File: src/irq_status_defines.svh
`ifndef IRQ_STATUS_DEFINES_SVH
`define IRQ_STATUS_DEFINES_SVH
// register offsets
`define OFS_SECONDARY_FLAGS 8'h05
`define OFS_IRQ_ENABLE_MASK 8'h06
`define OFS_IRQ_REQUEST_FLAGS 8'h07
// reset values
`define RST_SECONDARY_FLAGS 8'h60
`define RST_IRQ_ENABLE_MASK 6'h00
`define RST_IRQ_REQUEST_FLAGS 6'h00
// field positions
`define BIT_SET_SELECT 7
`define BIT_COUNTDOWN_ACTIVE 7
`define BIT_NVM_DONE 6
`define BIT_CHECKSUM_DONE 5
`define BIT_COUNTDOWN 5
`define BIT_TRANSMIT 4
`define BIT_RECEIVE 3
`define BIT_COMMAND 2
`define BIT_FIFO_HIGH 1
`define BIT_FIFO_LOW 0
// fifo
`define FIFO_DEPTH 7'h40
`endif

File: src/irq_status_pkg.sv
package irq_status_pkg;
	typedef struct packed {
		logic countdown;
		logic transmit;
		logic receive;
		logic command;
		logic fifo_high;
		logic fifo_low;
	} irq_vec_t;

	typedef struct packed {
		logic countdown_active;
		logic nvm_program_done;
		logic checksum_done;
		logic [2:0] final_byte_valid_bits;
	} sec_status_t;

	typedef struct packed {
		logic transceive_tx_done;
		logic auth_tx_done;
		logic nvm_write_done;
		logic checksum_cmd_done;
	} tx_events_t;

	typedef enum logic [1:0] {
		CMD_QUIET,
		CMD_RUNNING
	} cmd_state_t;
endpackage

File: src/fifo_alert.sv
`timescale 1ns/1ps
`default_nettype none
`include "irq_status_defines.svh"
// ==========================================================
// fifo alert comparators and rising-edge detection
module fifo_alert #(
	parameter int CNT_W = 7
) (
	// clock and reset
	input wire logic clock_i,
	input wire logic rst_i,
	// fifo state
	input wire logic [CNT_W-1:0] fifo_byte_count_i,
	input wire logic [CNT_W-1:0] fifo_threshold_i,
	// alerts
	output logic fifo_nearly_full_o,
	output logic fifo_nearly_empty_o,
	output logic high_rise_o,
	output logic low_rise_o
);
	logic [CNT_W-1:0] free_space;
	logic high_ff;
	logic low_ff;

	assign free_space = CNT_W'(`FIFO_DEPTH) - fifo_byte_count_i;
	assign fifo_nearly_full_o = (free_space <= fifo_threshold_i);
	assign fifo_nearly_empty_o = (fifo_byte_count_i <= fifo_threshold_i);

	always_ff @(posedge clock_i or posedge rst_i) begin
		if (rst_i) begin
			high_ff <= 1'b0;
			low_ff <= 1'b0;
		end else begin
			high_ff <= fifo_nearly_full_o;
			low_ff <= fifo_nearly_empty_o;
		end
	end

	assign high_rise_o = fifo_nearly_full_o & ~high_ff;
	assign low_rise_o = fifo_nearly_empty_o & ~low_ff;
endmodule
`default_nettype wire

File: src/reader_irq_and_status.sv
`timescale 1ns/1ps
`default_nettype none
`include "irq_status_defines.svh"
module reader_irq_and_status #(
	parameter int CNT_W = 7
) (
	// clock and reset
	input wire logic clock_i,
	input wire logic rst_i,
	// register port
	input wire logic [7:0] addr_i,
	input wire logic wr_i,
	input wire logic rd_i,
	input wire logic [7:0] wdata_i,
	output logic [7:0] rdata_o,
	// event sources
	input wire irq_status_pkg::sec_status_t sec_status_i,
	input wire logic countdown_zero_i,
	input wire irq_status_pkg::tx_events_t tx_events_i,
	input wire logic receive_end_i,
	input wire logic command_to_idle_i,
	input wire logic command_by_cpu_i,
	input wire logic unknown_command_i,
	input wire logic [CNT_W-1:0] fifo_byte_count_i,
	input wire logic [CNT_W-1:0] fifo_threshold_i,
	// outputs
	output irq_status_pkg::irq_vec_t enable_o,
	output irq_status_pkg::irq_vec_t request_o,
	output logic primary_irq_o,
	output logic fifo_nearly_full_o,
	output logic fifo_nearly_empty_o,
	output logic irq_o
);
	import irq_status_pkg::*;

	// ==========================================================
	// helpers
	function automatic irq_vec_t set_clear(input irq_vec_t cur, input logic [7:0] wd);
		irq_vec_t marks;
		marks = irq_vec_t'(wd[5:0]);
		if (wd[`BIT_SET_SELECT]) begin
			set_clear = cur | marks;
		end else begin
			set_clear = cur & ~marks;
		end
	endfunction

	irq_vec_t enable_ff;
	irq_vec_t nxt_enable;
	irq_vec_t request_ff;
	irq_vec_t nxt_request;
	irq_vec_t events;
	irq_vec_t written;
	logic wr_enable;
	logic wr_request;
	logic high_rise;
	logic low_rise;
	logic [7:0] nxt_rdata;
	logic [7:0] rdata_ff;

	// ==========================================================
	// fifo alert detection
	fifo_alert #(
		.CNT_W(CNT_W)
	) u_alert (
		.clock_i(clock_i),
		.rst_i(rst_i),
		.fifo_byte_count_i(fifo_byte_count_i),
		.fifo_threshold_i(fifo_threshold_i),
		.fifo_nearly_full_o(fifo_nearly_full_o),
		.fifo_nearly_empty_o(fifo_nearly_empty_o),
		.high_rise_o(high_rise),
		.low_rise_o(low_rise)
	);

	assign wr_enable = wr_i && (addr_i == `OFS_IRQ_ENABLE_MASK);
	assign wr_request = wr_i && (addr_i == `OFS_IRQ_REQUEST_FLAGS);

	// ==========================================================
	// enable mask: set/clear only
	always_comb begin
		nxt_enable = enable_ff;
		if (wr_enable) begin
			nxt_enable = set_clear(enable_ff, wdata_i);
		end
	end

	always_ff @(posedge clock_i or posedge rst_i) begin
		if (rst_i) begin
			enable_ff <= irq_vec_t'(`RST_IRQ_ENABLE_MASK);
		end else begin
			enable_ff <= nxt_enable;
		end
	end

	// ==========================================================
	// request flags: events win over a clear in the same cycle
	always_comb begin
		events.countdown = countdown_zero_i;
		events.transmit = |tx_events_i;
		events.receive = receive_end_i;
		events.command = (command_to_idle_i && !command_by_cpu_i)
			|| unknown_command_i;
		events.fifo_high = high_rise;
		events.fifo_low = low_rise;
	end

	always_comb begin
		written = request_ff;
		if (wr_request) begin
			written = set_clear(request_ff, wdata_i);
		end
		nxt_request = written | events;
	end

	always_ff @(posedge clock_i or posedge rst_i) begin
		if (rst_i) begin
			request_ff <= irq_vec_t'(`RST_IRQ_REQUEST_FLAGS);
		end else begin
			request_ff <= nxt_request;
		end
	end

	// ==========================================================
	// interrupt output
	assign enable_o = enable_ff;
	assign request_o = request_ff;
	assign primary_irq_o = |(request_ff & enable_ff);
	assign irq_o = |(request_ff & enable_ff);

	// ==========================================================
	// read mux, registered
	always_comb begin
		nxt_rdata = 8'h00;
		if (rd_i) begin
			case (addr_i)
				`OFS_SECONDARY_FLAGS: begin
					nxt_rdata[`BIT_COUNTDOWN_ACTIVE] = sec_status_i.countdown_active;
					nxt_rdata[`BIT_NVM_DONE] = sec_status_i.nvm_program_done;
					nxt_rdata[`BIT_CHECKSUM_DONE] = sec_status_i.checksum_done;
					nxt_rdata[2:0] = sec_status_i.final_byte_valid_bits;
				end
				`OFS_IRQ_ENABLE_MASK: begin
					nxt_rdata[5:0] = enable_ff;
				end
				`OFS_IRQ_REQUEST_FLAGS: begin
					nxt_rdata[5:0] = request_ff;
				end
				default: begin
					nxt_rdata = 8'h00;
				end
			endcase
		end
	end

	always_ff @(posedge clock_i or posedge rst_i) begin
		if (rst_i) begin
			rdata_ff <= 8'h00;
		end else begin
			rdata_ff <= nxt_rdata;
		end
	end

	assign rdata_o = rdata_ff;

	// ==========================================================
	// checks: enable mask writes
	a_enable_set: assert property (@(posedge clock_i) disable iff (rst_i)
		wr_enable && wdata_i[7] |=> ((enable_o & irq_vec_t'($past(wdata_i[5:0])))
		== irq_vec_t'($past(wdata_i[5:0]))))
		else $error("enable set write failed");

	a_enable_clear: assert property (@(posedge clock_i) disable iff (rst_i)
		wr_enable && !wdata_i[7]
		|=> ((enable_o & irq_vec_t'($past(wdata_i[5:0]))) == 6'h00))
		else $error("enable clear write failed");

	a_enable_unmarked: assert property (@(posedge clock_i) disable iff (rst_i)
		wr_enable
		|=> (((enable_o ^ $past(enable_o)) & ~irq_vec_t'($past(wdata_i[5:0]))) == 6'h00))
		else $error("unmarked enable bit changed");

	a_enable_hold: assert property (@(posedge clock_i) disable iff (rst_i)
		!wr_enable |=> $stable(enable_o))
		else $error("enable changed without write");

	// ==========================================================
	// checks: request flag writes
	a_request_set: assert property (@(posedge clock_i) disable iff (rst_i)
		wr_request && wdata_i[7] |=> ((request_o & irq_vec_t'($past(wdata_i[5:0])))
		== irq_vec_t'($past(wdata_i[5:0]))))
		else $error("request set write failed");

	a_request_clear: assert property (@(posedge clock_i) disable iff (rst_i)
		wr_request && !wdata_i[7] && (events == 6'h00)
		|=> ((request_o & irq_vec_t'($past(wdata_i[5:0]))) == 6'h00))
		else $error("request clear write failed");

	a_request_unmarked: assert property (@(posedge clock_i) disable iff (rst_i)
		wr_request && (events == 6'h00)
		|=> (((request_o ^ $past(request_o)) & ~irq_vec_t'($past(wdata_i[5:0]))) == 6'h00))
		else $error("unmarked request bit changed");

	a_request_hold: assert property (@(posedge clock_i) disable iff (rst_i)
		!wr_request && (events == 6'h00) |=> $stable(request_o))
		else $error("request changed without cause");

	// ==========================================================
	// checks: event sources
	a_timer_event: assert property (@(posedge clock_i) disable iff (rst_i)
		countdown_zero_i |=> request_o.countdown)
		else $error("timer flag not set");

	a_tx_event: assert property (@(posedge clock_i) disable iff (rst_i)
		(tx_events_i != 4'h0) |=> request_o.transmit)
		else $error("transmit flag not set");

	a_rx_event: assert property (@(posedge clock_i) disable iff (rst_i)
		receive_end_i |=> request_o.receive)
		else $error("receive flag not set");

	a_cmd_event: assert property (@(posedge clock_i) disable iff (rst_i)
		command_to_idle_i && !command_by_cpu_i |=> request_o.command)
		else $error("command flag not set");

	a_unknown_cmd: assert property (@(posedge clock_i) disable iff (rst_i)
		unknown_command_i |=> request_o.command)
		else $error("unknown command flag not set");

	a_idle_cpu: assert property (@(posedge clock_i) disable iff (rst_i)
		command_by_cpu_i && !unknown_command_i && !request_o.command && !wr_request
		|=> !request_o.command)
		else $error("cpu idle set flag");

	a_high_rise: assert property (@(posedge clock_i) disable iff (rst_i)
		$rose(fifo_nearly_full_o) |=> request_o.fifo_high)
		else $error("high alert flag not set");

	a_low_rise: assert property (@(posedge clock_i) disable iff (rst_i)
		$rose(fifo_nearly_empty_o) |=> request_o.fifo_low)
		else $error("low alert flag not set");

	a_alert_sticky: assert property (@(posedge clock_i) disable iff (rst_i)
		request_o.fifo_low && !wr_request |=> request_o.fifo_low)
		else $error("low alert flag dropped");

	a_high_sticky: assert property (@(posedge clock_i) disable iff (rst_i)
		request_o.fifo_high && !wr_request |=> request_o.fifo_high)
		else $error("high alert flag dropped");

	a_full_level: assert property (@(posedge clock_i) disable iff (rst_i)
		(fifo_byte_count_i <= `FIFO_DEPTH) |-> fifo_nearly_full_o
		== ((32'(fifo_byte_count_i) + 32'(fifo_threshold_i)) >= 32'(`FIFO_DEPTH)))
		else $error("high alert level wrong");

	// ==========================================================
	// checks: interrupt pin and primary status
	a_irq_pin: assert property (@(posedge clock_i) disable iff (rst_i)
		irq_o == |(request_o & enable_o))
		else $error("irq pin mismatch");

	a_pin_gate: assert property (@(posedge clock_i) disable iff (rst_i)
		request_o.countdown && enable_o.countdown |-> irq_o)
		else $error("enabled timer request not on pin");

	a_rx_masked: assert property (@(posedge clock_i) disable iff (rst_i)
		request_o.receive && ((request_o & enable_o) == 6'h00) |-> !irq_o)
		else $error("masked receive request on pin");

	a_primary_irq: assert property (@(posedge clock_i) disable iff (rst_i)
		request_o.receive && enable_o.receive |-> primary_irq_o)
		else $error("primary status bit not set");

	// ==========================================================
	// checks: register reads
	a_status_read: assert property (@(posedge clock_i) disable iff (rst_i)
		rd_i && addr_i == `OFS_SECONDARY_FLAGS |=> rdata_o[4:3] == 2'h0
		&& rdata_o[7] == $past(sec_status_i.countdown_active))
		else $error("status read wrong");

	a_status_bits: assert property (@(posedge clock_i) disable iff (rst_i)
		rd_i && addr_i == `OFS_SECONDARY_FLAGS
		|=> rdata_o[6] == $past(sec_status_i.nvm_program_done)
		&& rdata_o[5] == $past(sec_status_i.checksum_done)
		&& rdata_o[2:0] == $past(sec_status_i.final_byte_valid_bits))
		else $error("status bits read wrong");

	a_enable_read: assert property (@(posedge clock_i) disable iff (rst_i)
		rd_i && addr_i == `OFS_IRQ_ENABLE_MASK
		|=> rdata_o == {2'h0, $past(enable_o)})
		else $error("enable read wrong");

	a_request_read: assert property (@(posedge clock_i) disable iff (rst_i)
		rd_i && addr_i == `OFS_IRQ_REQUEST_FLAGS
		|=> rdata_o == {2'h0, $past(request_o)})
		else $error("request read wrong");

	a_unmapped_read: assert property (@(posedge clock_i) disable iff (rst_i)
		rd_i && (addr_i < `OFS_SECONDARY_FLAGS || addr_i > `OFS_IRQ_REQUEST_FLAGS)
		|=> rdata_o == 8'h00)
		else $error("unmapped read not zero");

	a_read_idle: assert property (@(posedge clock_i) disable iff (rst_i)
		!rd_i |=> rdata_o == 8'h00)
		else $error("read data without strobe");

	// ==========================================================
	// main scenarios
	c_irq_raise: cover property (@(posedge clock_i) disable iff (rst_i) $rose(irq_o));

	c_ack: cover property (@(posedge clock_i) disable iff (rst_i)
		request_o.receive ##1 !request_o.receive);

	c_high_alert: cover property (@(posedge clock_i) disable iff (rst_i)
		$rose(request_o.fifo_high));

	c_unknown_cmd: cover property (@(posedge clock_i) disable iff (rst_i)
		unknown_command_i ##1 request_o.command);

	c_event_beats_clear: cover property (@(posedge clock_i) disable iff (rst_i)
		wr_request && !wdata_i[7] && wdata_i[3] && receive_end_i);
endmodule
`default_nettype wire

File: config.mk
export PLATFORM = sky130hd
export DESIGN_NAME = reader_irq_and_status
export DESIGN_NICKNAME = d
export VERILOG_FILES = /design/src/irq_status_pkg.sv /design/src/fifo_alert.sv /design/src/reader_irq_and_status.sv
export VERILOG_INCLUDE_DIRS = /design/src /design/src/src
export SDC_FILE = /design/constraint.sdc
export NUM_CORES = 1
export LEC_CHECK = 0
export CAP_MARGIN = 20
export CORE_AREA = 5 5 68 70
export DETAILED_ROUTE_END_ITERATION = 7
export DIE_AREA = 0 0 73 75
export DONT_BUFFER_PORTS = 1
export SKIP_CTS_REPAIR_TIMING = 1
export SYNTH_ARGS = -nofsm -noshare
export SYNTH_HDL_FRONTEND = slang
export SYNTH_SLANG_ARGS = --single-unit
File: constraint.sdc
create_clock -name clock_i -period 5.05 [get_ports clock_i]
set_input_delay 1.515 -clock clock_i [delete_from_list [all_inputs] [get_ports clock_i]]
set_output_delay 1.515 -clock clock_i [all_outputs]
set_load 0.01 [all_outputs]
==> flow_metrics.tcl <==
set metrics [dict create \
    fin_setup_tns_ns 0 \
    met3_wirelength_um 379 \
    drc_errors 0 \
    fmax_mhz 218.6 \
    hold_viol 0 \
    cts_made_buffers 3 \
    critPathBufInv 1 \
    floorplan.core_area_um2 3914 \
    netlist_area_um2 1484 \
    leakage_uw 0.0006924 \
    layout_commonest_cell "dfrtp_1" \
    wl_per_cell_um 18.60 \
    min_period_ns 4.575 \
    final_cells 202 \
    pwr-share-comb_pct 14.0 \
    setup_violations 0 \
    finClkSkew_ns 0.008845 \
    worst_pin_slew_ns 0.8396 \
    drt_iter0_markers 74 \
    netSwitchingFraction_pct 23.81 \
    initial_utilization_pct 37.92 \
    die_x_um 73 \
    p_int_uw 310.0 \
    syn_nets 216 \
    wl_met1_um 1410 \
    p_per_area_nw_per_um2 257.7 \
    syn_area_per_cell_um2 9.699 \
    crit_path_start "fifo_byte_count_i[0]" \
    rsz0062_at_grt "false" \
    die-area_um2 5475 \
    start_kind "primary input" \
    dp.cells 198 \
    crit_path_frequent_cell "ha_1" \
    r2r-start "request_o[1]" \
    ys_warn_count 0 \
    worstPathArrival_ns 3.06 \
    final_cell_mix "22 x dfrtp_1, 14 x ha_1, 13 x inv_1" \
    rows 23 \
    htreeDepth 1 \
    root_buffer "clkbuf_8" \
    routed_wl_um 3758 \
    cts_buffer_depth 2 \
    yosysUniqueCellTypes 31 \
    ant_nets 0 \
    grt_pass1_vias 1163 \
    io_buffers 0 \
    hp-start "u_alert.high_ff" \
    first_pass_iters 4 \
    worst_hold_path_type "reg2reg" \
    syn_inst 153 \
    async_flop_share_pct 100.0 \
    cp-end-kind "output pin" \
    grt_usage_pct 13.81 \
    grt_first_pass_wirelength_um 5796 \
    antenna_found_initial 0 \
    period_share_pct 90.59 \
    clock_latency_ns 0.27 \
    fin_nets 216 \
    synth_ff_type "dfrtp_1" \
    ios 73 \
    timing.critical_path.cells "inv_1 > ha_1 > nand3b_1 > xnor2_1 > ha_1 > a21oi_1 > o21ai_0 > o22ai_1" \
    holdWs_ns 0.5349 \
    vias_per_cell 5.663 \
    slowest_stage "o22ai_1" \
    seqPwrFrac_pct 44.9 \
    max_stage_delay_ns 0.40 \
    cp_top_family "compound AO/OA/AOI/OAI gates" \
    p_switching_uw 96.87 \
    cts_tree "yes" \
    total_power_uw 406.9 \
    drv_slew 0 \
    path_class "in2out" \
    dr.max_layer_used "met4" \
    vias 1144 \
    route.met2.wl_um 1909 \
    cp.required_ns 3.54 \
    status "finished, final reports clean" \
    peakVddDrop_mv 0.1030 \
    cp_max_fo 3 \
    syn2layout_area_growth_pct 6.408 \
    place_hpwl_um 3119 \
    clock-sinks 22 \
    path_clk_slew_ns 0.08 \
    relSlewSlack_pct 43.97 \
    drv_cap 0 \
    synth_seq_cells 22 \
    power_frac_clock_pct 41.1 \
    fin_util_pct 40.35 \
    synth-edff-count 0 \
    grt_max_degree 23 \
    drive_gt1_share_pct 8.553 \
    grt.overflow.total 0 \
    die_h_um 75 \
    diodes 0 \
    yosysSeqAreaShare_pct 37.10 \
    gp_congestion 0.8030 \
]
[cells by family (layout without fill, tap and decap cells)]
group	after synthesis	after routing	share of synthesized area, %
buffers and inverters	18	17	5.902
AOI/OAI and AO/OA	22	22	9.106
muxes	18	18	13.15
xor gates and xnor gates	5	5	2.952
DFF	22	22	37.10
and+or+nand+nor	54	54	19.98
adders and majority gates	14	14	11.80
[layer usage]
layer  vias up  track usage, %
met5         -               0
met4         0           5.533
met1       547           15.77
met2        50           23.54
li1        542               -
met3         5           4.940
[worst register-to-register path, stage by stage, from the launching register on]
cell,delay (ns)
dfrtp_1,0.46
mux2_2,0.31
a22oi_1,0.16
nor2_1,0.06
[synth_stat cells (all sizes together) (2+ instances only)]
master  number  area (um^2)
nand3       10        50.05
nand2b       3        18.77
xnor2        3        26.28
mux2i        6        60.06
a21oi        9        45.04
nor3         9        45.04
o21ai        2        10.01
nand3b       3        22.52
inv         13        48.80
nand2       12        45.04
a21o         2        15.01
nand4        2        12.51
dfrtp       22        550.5
xor2         2        17.52
nor2         7        26.28
buf          4        35.03
ha          14        175.2
o22ai        2        12.51
and3         2        12.51
a22oi        7        52.55
mux2        12        135.1
[path summary, 6_finish.rpt]
| kind | to | slack [ns] | cells after the start |
|---|---|---|---|
| max | fifo_nearly_full_o | 0.48 | 8 |
| min | request_o[1] | 0.53 | 2 |
| max reg2reg | rdata_o[1] | 3.95 | 3 |
| min reg2reg | request_o[1] | 0.53 | 2 |
| max in group asynchronous | rdata_o[0] | 3.23 | 1 |
| min in group asynchronous | rdata_o[3] | 1.29 | 1 |
[power groups by stage]
| stage | registers, uW | logic (uW) | clock network [uW] |
|---|---|---|---|
| 2_1_floorplan | 186 | 51.5 | 0 |
| 3_3_place_gp | 186 | 54.8 | 0 |
| 3_5_place_dp | 186 | 57.4 | 0 |
| 4_1_cts | 183 | 57.9 | 169 |
| 5_1_grt | 183 | 65.4 | 176 |
| 6_report | 183 | 56.9 | 167 |
[stage by stage]
| step | area (um^2) | worst slack (ns) |
|---|---|---|
| 6_report | 1579 | 0.4753 |
| 5_1_grt | 1579 | 0.3452 |
| 4_1_cts | 1579 | 0.4483 |
| 3_5_place_dp | 1508 | 0.4541 |
| 3_3_place_gp | 1508 | 0.5101 |
| 2_1_floorplan | 1484 | 0.7275 |
[area by class of cell]
cell class / count / area [um^2]
Inverter: 13 / 48.80
Sequential cell: 22 / 550.5
Clock buffer: 3 / 41.29
Tap cell: 50 / 62.56
Fill cell: 415 / 2335
Clock inverter: 1 / 30.03
Multi-Input combinational cell: 113 / 845.8
Power figures use the tool's default switching activity.
